**src/rtl/lcd_defines.svh**
```systemverilog
// Constants of the character display instruction decoder
`ifndef LCD_DEFINES_SVH
`define LCD_DEFINES_SVH
`define CLK_HZ 40000000
`define T_LONG_NS 1530000
`define T_SHORT_NS 39000
`define T_DATA_NS 43000
`define CYC_LONG ((`T_LONG_NS * 40) / 1000)
`define CYC_SHORT ((`T_SHORT_NS * 40) / 1000)
`define CYC_DATA ((`T_DATA_NS * 40) / 1000)
`define SPACE_CODE 8'h20
`define TEXT_DEPTH 128
`define GLYPH_DEPTH 64
`define RST_DIR 1'b0
`define RST_WIDE 1'b1
`endif

```
**src/rtl/lcd_pkg.sv**
```systemverilog
// Types shared by the decoder files
package lcd_pkg;
  typedef struct packed {
    logic display_on;
    logic cursor_on;
    logic cursor_blink;
    logic dir_inc;
    logic auto_scroll_on_write;
    logic bus_width_select;
    logic two_line;
    logic big_font;
  } cfg_t;
  typedef struct packed {
    logic register_select;
    logic rd;
    logic [7:0] data;
  } xfer_t;
endpackage : lcd_pkg

```
**src/rtl/lcd_bus_port.sv**
```systemverilog
// Host bus front end: synchronises pins, assembles nibbles into bytes
`include "lcd_defines.svh"
module lcd_bus_port (
  // Clock and reset
  input wire logic mclk_i,
  input wire logic rst_i,
  // Host pins
  input wire logic en_i,
  input wire logic rs_i,
  input wire logic rw_i,
  input wire logic [7:0] db_i,
  // Mode and result
  input wire logic wide_i,
  output lcd_pkg::xfer_t xfer_o,
  output logic xfer_valid_o,
  output logic nib_low_o
);
  logic [2:0] e_s1_q, e_s1_d, e_s2_q, e_s2_d;
  logic [7:0] db_s1_q, db_s2_q;
  logic e_prev_q, e_prev_d, low_q, low_d;
  logic [3:0] hi_q, hi_d;
  lcd_pkg::xfer_t x_q, x_d;
  logic v_q, v_d;
  logic fall;

  always_comb begin
    e_s1_d = {en_i, rs_i, rw_i};
    e_s2_d = e_s1_q;
    e_prev_d = e_s2_q[2];
    fall = e_prev_q & ~e_s2_q[2];
    low_d = low_q;
    hi_d = hi_q;
    x_d = x_q;
    v_d = 1'b0;
    if (fall) begin
      x_d.register_select = e_s2_q[1];
      x_d.rd = e_s2_q[0];
      if (wide_i) begin
        x_d.data = db_s2_q;
        v_d = 1'b1;
        low_d = 1'b0;
      // High nibble first
      end else if (!low_q) begin
        hi_d = db_s2_q[7:4];
        low_d = 1'b1;
        v_d = e_s2_q[0];
      end else begin
        // Two nibbles on upper lines
        x_d.data = {hi_q, db_s2_q[7:4]};
        low_d = 1'b0;
        v_d = ~e_s2_q[0];
      end
    end
  end

  always_ff @(posedge mclk_i or posedge rst_i) begin
    if (rst_i) begin
      e_s1_q <= 3'h0;
      e_s2_q <= 3'h0;
      db_s1_q <= 8'h00;
      db_s2_q <= 8'h00;
      e_prev_q <= 1'b0;
      low_q <= 1'b0;
      hi_q <= 4'h0;
      x_q <= '0;
      v_q <= 1'b0;
    end else begin
      e_s1_q <= e_s1_d;
      e_s2_q <= e_s2_d;
      db_s1_q <= db_i;
      db_s2_q <= db_s1_q;
      e_prev_q <= e_prev_d;
      low_q <= low_d;
      hi_q <= hi_d;
      x_q <= x_d;
      v_q <= v_d;
    end
  end

  assign xfer_o = x_q;
  assign xfer_valid_o = v_q;
  assign nib_low_o = low_q;
endmodule : lcd_bus_port

```
**src/rtl/lcd_decoder.sv**
```systemverilog
// Instruction decoder and execution sequencer of a character display
// Function
// Clear fills spaces, zeroes counter, long busy
// Home zeroes counter and shift, long busy
// Entry mode loads direction and scroll
// Display control loads on, cursor, blink
// Shift moves cursor or display only
// Function set loads width, lines, font
// Glyph address set loads six bits
// Text address set loads seven bits
// Status read gives busy and counter
// Data write stores into targeted memory
// Data read returns targeted memory byte; the bus shows the data latch, loaded by the previous data read or write
// Counter steps after each data access
// Busy high throughout execution
// Host polls busy before next instruction
// Host waits half oscillator period
// Transfers latched into instruction/data latch
// Four-bit mode uses two upper transfers
// Direction high increments the counter
// Upper nibble first, latched on fall
`include "lcd_defines.svh"
module lcd_decoder #(
  parameter int unsigned LONG_CYC = `CYC_LONG,
  parameter int unsigned SHORT_CYC = `CYC_SHORT,
  parameter int unsigned DATA_CYC = `CYC_DATA
) (
  // Clock and reset
  input wire logic mclk_i,
  input wire logic rst_i,
  // Host pins
  input wire logic en_i,
  input wire logic register_select_i,
  input wire logic rw_i,
  input wire logic [7:0] db_i,
  output logic [7:0] db_o,
  output logic db_oe_o,
  // Status
  output lcd_pkg::cfg_t cfg_o,
  output logic busy_flag_o,
  output logic [6:0] address_counter_o,
  output logic [6:0] display_shift_o
);
  if (LONG_CYC < SHORT_CYC || SHORT_CYC == 0 || DATA_CYC == 0) begin : g_bad
    $error("lcd_decoder: bad timing parameters");
  end

  typedef enum logic [1:0] {IDLE, CLEARING, WAITING} st_t;

  // ************************************************
  // Host side
  // ************************************************
  lcd_pkg::xfer_t xfer;
  logic xfer_valid, nib_low, en_s1_q, en_s2_q, en_s3_q;
  // Select pin gets its own two stages so the read mux never sees it raw
  logic rs_s1_q, rs_s2_q;
  lcd_pkg::cfg_t cfg_q, cfg_d;

  lcd_bus_port u_port (
    .mclk_i(mclk_i),
    .rst_i(rst_i),
    .en_i(en_i),
    .rs_i(register_select_i),
    .rw_i(rw_i),
    .db_i(db_i),
    .wide_i(cfg_q.bus_width_select),
    .xfer_o(xfer),
    .xfer_valid_o(xfer_valid),
    .nib_low_o(nib_low)
  );

  // ************************************************
  // State
  // ************************************************
  logic [7:0] text_mem_q [`TEXT_DEPTH];
  logic [7:0] glyph_mem_q [`GLYPH_DEPTH];
  logic [7:0] instruction_latch_q, instruction_latch_d;
  logic [7:0] data_latch_q, data_latch_d;
  logic [6:0] ac_q, ac_d, shift_q, shift_d;
  logic glyph_sel_q, glyph_sel_d;
  st_t st_q, st_d;
  logic [31:0] cnt_q, cnt_d;
  logic [6:0] clr_q, clr_d;
  logic wr_en;
  logic [6:0] wr_addr;
  logic [7:0] wr_data;
  logic [7:0] rd_byte;
  logic [7:0] out_q, out_d;

  function automatic logic [6:0] step(input logic [6:0] a,
                                      input logic up);
    step = up ? a + 7'h01 : a - 7'h01;
  endfunction : step

  always_comb begin
    rd_byte = glyph_sel_q ? glyph_mem_q[ac_q[5:0]] : text_mem_q[ac_q];
  end

  always_comb begin
    cfg_d = cfg_q;
    instruction_latch_d = instruction_latch_q;
    data_latch_d = data_latch_q;
    ac_d = ac_q;
    shift_d = shift_q;
    glyph_sel_d = glyph_sel_q;
    st_d = st_q;
    cnt_d = (cnt_q != 32'h0) ? cnt_q - 32'h1 : 32'h0;
    clr_d = clr_q;
    wr_en = 1'b0;
    wr_addr = ac_q;
    wr_data = data_latch_q;
    unique case (st_q)
      CLEARING: begin
        // Space fill loop
        wr_en = 1'b1;
        wr_addr = clr_q;
        wr_data = `SPACE_CODE;
        clr_d = clr_q + 7'h01;
        if (clr_q == 7'h7f) begin
          st_d = WAITING;
        end
      end
      WAITING: begin
        if (cnt_q <= 32'h1) begin
          st_d = IDLE;
        end
      end
      IDLE: begin
      end
    endcase
    // Status read not gated by busy
    if (xfer_valid && !xfer.rd && st_q == IDLE) begin
      st_d = WAITING;
      cnt_d = SHORT_CYC;
      // Latch by register select
      if (!xfer.register_select) begin
        instruction_latch_d = xfer.data;
        if (xfer.data[7]) begin
          // Text address
          ac_d = xfer.data[6:0];
          glyph_sel_d = 1'b0;
        end else if (xfer.data[6]) begin
          // Glyph address
          ac_d = {1'b0, xfer.data[5:0]};
          glyph_sel_d = 1'b1;
        end else if (xfer.data[5]) begin
          // Width, lines, font
          cfg_d.bus_width_select = xfer.data[4];
          cfg_d.two_line = xfer.data[3];
          cfg_d.big_font = xfer.data[2];
        end else if (xfer.data[4]) begin
          // Cursor or display shift
          if (xfer.data[3]) begin
            shift_d = step(shift_q, xfer.data[2]);
          end else begin
            ac_d = step(ac_q, xfer.data[2]);
          end
        end else if (xfer.data[3]) begin
          // Display control bits
          cfg_d.display_on = xfer.data[2];
          cfg_d.cursor_on = xfer.data[1];
          cfg_d.cursor_blink = xfer.data[0];
        end else if (xfer.data[2]) begin
          // Entry mode bits
          cfg_d.dir_inc = xfer.data[1];
          cfg_d.auto_scroll_on_write = xfer.data[0];
        end else if (xfer.data[1]) begin
          // Home
          ac_d = 7'h00;
          shift_d = 7'h00;
          glyph_sel_d = 1'b0;
          cnt_d = LONG_CYC;
        end else if (xfer.data[0]) begin
          // Clear
          ac_d = 7'h00;
          shift_d = 7'h00;
          glyph_sel_d = 1'b0;
          cfg_d.dir_inc = 1'b1;
          clr_d = 7'h00;
          cnt_d = LONG_CYC;
          st_d = CLEARING;
        end
      end else begin
        // Data write to target
        data_latch_d = xfer.data;
        wr_en = 1'b1;
        wr_data = xfer.data;
        cnt_d = DATA_CYC;
        // Counter step
        ac_d = step(ac_q, cfg_q.dir_inc);
        if (cfg_q.auto_scroll_on_write && !glyph_sel_q) begin
          shift_d = step(shift_q, ~cfg_q.dir_inc);
        end
      end
    end
    // Data read completes, then steps
    if (xfer_valid && xfer.rd && xfer.register_select && st_q == IDLE) begin
      data_latch_d = rd_byte;
      ac_d = step(ac_q, cfg_q.dir_inc);
      st_d = WAITING;
      cnt_d = DATA_CYC;
    end
  end

  // Read data is sampled at the rising enable so it stands while E is high
  always_comb begin
    out_d = out_q;
    if (en_s2_q && !en_s3_q) begin
      // Busy on bit 7, counter below
      out_d = rs_s2_q ? data_latch_q : {st_q != IDLE, ac_q};
      if (!cfg_q.bus_width_select && nib_low) begin
        out_d = {out_q[3:0], 4'h0};
      end
    end
  end

  always_ff @(posedge mclk_i or posedge rst_i) begin
    if (rst_i) begin
      cfg_q <= {3'h0, `RST_DIR, 1'b0, `RST_WIDE, 2'h0};
      instruction_latch_q <= 8'h00;
      data_latch_q <= 8'h00;
      ac_q <= 7'h00;
      shift_q <= 7'h00;
      glyph_sel_q <= 1'b0;
      st_q <= IDLE;
      cnt_q <= 32'h0;
      clr_q <= 7'h00;
      out_q <= 8'h00;
      en_s1_q <= 1'b0;
      en_s2_q <= 1'b0;
      en_s3_q <= 1'b0;
      rs_s1_q <= 1'b0;
      rs_s2_q <= 1'b0;
    end else begin
      cfg_q <= cfg_d;
      instruction_latch_q <= instruction_latch_d;
      data_latch_q <= data_latch_d;
      ac_q <= ac_d;
      shift_q <= shift_d;
      glyph_sel_q <= glyph_sel_d;
      st_q <= st_d;
      cnt_q <= cnt_d;
      clr_q <= clr_d;
      out_q <= out_d;
      en_s1_q <= en_i;
      en_s2_q <= en_s1_q;
      en_s3_q <= en_s2_q;
      rs_s1_q <= register_select_i;
      rs_s2_q <= rs_s1_q;
    end
  end

  always_ff @(posedge mclk_i) begin
    if (wr_en) begin
      if (glyph_sel_q && st_q != CLEARING) begin
        glyph_mem_q[wr_addr[5:0]] <= wr_data;
      end else begin
        text_mem_q[wr_addr] <= wr_data;
      end
    end
  end

  // Busy for whole execution
  assign busy_flag_o = (st_q != IDLE);
  assign db_o = out_q;
  assign db_oe_o = en_i & rw_i;
  assign cfg_o = cfg_q;
  assign address_counter_o = ac_q;
  assign display_shift_o = shift_q;
endmodule : lcd_decoder

```
**config.mk**
```make
export PLATFORM = sky130hd
export DESIGN_NAME = lcd_decoder
export DESIGN_NICKNAME = d
export VERILOG_FILES = /design/src/rtl/lcd_pkg.sv /design/src/rtl/lcd_bus_port.sv /design/src/rtl/lcd_decoder.sv
export VERILOG_INCLUDE_DIRS = /design/src /design/src/rtl
export SDC_FILE = /design/constraint.sdc
export NUM_CORES = 2
export LEC_CHECK = 0
export BUFFER_PORTS_ARGS = -buffer_cell sky130_fd_sc_hd__buf_2
export CORE_MARGIN = 3
export CORE_UTILIZATION = 55
export CTS_CLUSTER_DIAMETER = 120
export DETAILED_ROUTE_END_ITERATION = 12
export GPL_ROUTABILITY_DRIVEN = 0
export GPL_TIMING_DRIVEN = 1
export PLACE_DENSITY_LB_ADDON = 0.12
export SLEW_MARGIN = 15
export SYNTH_ARGS = -nofsm -noshare
export SYNTH_HDL_FRONTEND = slang
export SYNTH_HIERARCHICAL = 1
export SYNTH_SLANG_ARGS = --single-unit
```
**constraint.sdc**
```tcl
create_clock -name mclk_i -period 12.79 [get_ports mclk_i]
set_input_delay 0 -clock mclk_i [delete_from_list [all_inputs] [get_ports mclk_i]]
set_output_delay 0 -clock mclk_i [all_outputs]
set_load 0.02 [all_outputs]
```
==> results.cfg <==
[detailed_routing]
drc = 0
wl_per_cell_microns = 31.3
detail-route-antenna-nets = 0
first_iter_violations = 4540
routed-via-count = 33500
routed_wl_mm = 161
via_per_inst = 6.50
first_pass_iters = 8

[floorplan]
io_pins = 45
fp.coreArea_sq_mm = 0.118
die_y_microns = 352
die_w_microns = 352
start_util = 0.555
rows = 126
die_area_sq_mm = 0.124

[timing]
slew_violations = 0
finalSetupViolations = 0
finalSetupTns_ns = 0
finalCritPeriodShare = 0.379
hold_viol = 0
fmax_mhz = 206
rsz0062_at_grt = false
min_period_ns = 4.85
worst_pin_slew_ns = 1.22
slew_headroom = 0.189
skew_ns = 0.0298

[power]
powerDensity_mw_per_mm2 = 224
p_leak_nw = 23.5
vdd_ir_drop_max_mv = 0.171

[placement]
dp.cells = 4832
io_buffers = 44
placed_cell_area_sq_mm = 0.0676
dp_hpwl_mm = 97.6

[synth]
syn_nets = 3341
ys.flop_type = edfxtp_1
synth_cell_types = 76
syn_area_sq_mm = 0.0657
synth_edf_count = 1536
ys_seq_elements = 1660
synth_cells = 3320
yosysWarnings = 6
async_reset_ff_frac = 0.0747
seq_area_frac_synth = 0.749
avgSynthCellArea_sq_um = 19.8

[worst_hold_path]
min_path_type = reg2reg

[setup_path]
cp-end-kind = flip-flop
critical_path_class = reg2reg
cp.arrival_ns = 5.56
cp_max_fo = 95
worst-endpoint-required_ns = 13.50
cp-start-kind = flip-flop

[clock_network]
cts.path.max_buffers = 3
ctsResizeCount = 0
clockRootBuffer = clkbuf_16
cts-buffers-inserted = 166
clk_pin_slew_ns = 0.06
cts_tree = done
numClockSinks = 1660
h-tree-depth = 4
clkLatencyLatePin_ns = 0.78

[layout]
final_common_cell = edfxtp_1
design_area_sq_mm = 0.0732
instances_no_fill = 5153
final_cell_mix = edfxtp_1, mux4_2, nor2_1
final_nets = 3445
syn_to_final_growth_pct = 11.3
drive_above_1_share = 0.224

[flow_run]
cap_violations = 0

[global_route]
grt_pass1_wl_mm = 235
antenna_found_initial = 2
grt_use_total = 0.267
grt_overflow = 0
grt_start_max_net_pins = 143
grt_pass1_vias = 33800

[run_status]
status = complete, no violations
synth_stat cells (15+ instances only):
library cell  count  area, sq um
edfxtp_1       1536        46100
mux2i_1          70          701
a221oi_1         29          254
o21ai_0          53          265
nor3_1           16         80.1
xor2_1           23          201
mux2_2           26          293
a21oi_1          45          225
dfrtp_1         123         3080
o22ai_1          25          156
mux4_2          404         9100
buf_1            15         56.3
clkbuf_1         91          342
buf_2            33          165
a22oi_1          56          420
xnor2_1          27          236
nand4_1          15         93.8
buf_4            31          233
nand3_1          58          290
nor2_1          283         1060
a22o_1           24          210
nand2_1         117          439
registers in the layout (all words and copies together) (netlist names), 2 cells and up:
| register | cells |
|---|---|
| cfg_o | 8 |
| u_port/db_s2_q | 8 |
| u_port/hi_q | 4 |
| address_counter_o | 7 |
| db_o | 8 |
| glyph_mem_q | 512 |
| text_mem_q | 1024 |
| data_latch_q | 8 |
| u_port/xfer_o | 10 |
| st_q | 2 |
| u_port/db_s1_q | 8 |
| u_port/e_s1_q | 3 |
| display_shift_o | 7 |
| cnt_q | 32 |
| u_port/e_s2_q | 3 |
| clr_q | 7 |
cell type report:
class	instances	area, sq um
antenna	2	5.00
clock buffer	204	4420
clock inverter	91	910
fill	8101	45200
inverter	17	65.1
multi-input combinational	1461	15600
sequential	1660	49200
tap	1600	2000
timing repair buffer	118	890
cells by family after synthesis:
family | count (synthesis) | synth area share
compound gates | 302 | 0.0319
flops | 1660 | 0.749
xor+xnor | 50 | 0.00666
fa+ha+maj | 8 | 0.00152
mux | 500 | 0.154
simple gates | 601 | 0.0422
buf+inv | 199 | 0.0152
through the flow:
stage / util / worst slack [ns] / power, mW / hold slack (ns)
after floorplan: - / 2.05 / 10.1 / 0.0314
after global placement: 0.571 / 8.04 / 11.6 / 0.105
after detailed placement: 0.571 / 7.95 / 11.7 / 0.111
after CTS: 0.618 / 7.98 / 16.5 / 0.351
after global routing: 0.618 / 7.67 / 17.0 / 0.365
final: 0.618 / 7.94 / 16.4 / 0.353
critical path, cell delays in order (launching register included):
cell	delay, ns
dfrtp_4	0.90
buf_12	0.63
buf_4	0.78
mux4_2	0.36
mux2i_1	0.09
o21ai_0	0.79
a211oi_1	0.18
or4_1	0.70
nand3_1	0.12
timing repair:
| item | in CTS | in global routing |
|---|---|---|
| hold buffers | 24 | 0 |
| buffers inserted | 0 | 0 |
| hold endpoints to repair | 84 | 0 |
routing by layer:
metal  share of wire  GRT usage  wire length (microns)  vias to the layer above
met5        0.000093          0                     15                        -
met4           0.031     0.0862                   4930                        2
met3           0.094     0.0675                  15100                      272
met2            0.47      0.411                  76400                     1565
met1            0.40      0.381                  64700                    17800
li1                -          -                      -                    13800
final timing paths:
check | startpoint | end | slack [ns] | cells after the start
setup / recovery | address_counter_o[0] | data_latch_q[3] | 7.94 | 8
hold / removal | u_port/db_s1_q[0] | u_port/db_s2_q[0] | 0.35 | 0
setup reg to reg | address_counter_o[0] | data_latch_q[3] | 7.94 | 8
hold reg to reg | u_port/db_s1_q[0] | u_port/db_s2_q[0] | 0.35 | 0
max in group asynchronous | rst_i | address_counter_o[2] | 11.08 | 5
min in group asynchronous | rst_i | en_s1_q | 0.50 | 4
power breakdown:
| part | switching [mW] | internal (mW) |
|---|---|---|
| registers | 0.258 | 6.75 |
| logic | 2.98 | 1.61 |
| clock network | 1.98 | 2.82 |
(Power assumes the default switching activity.)
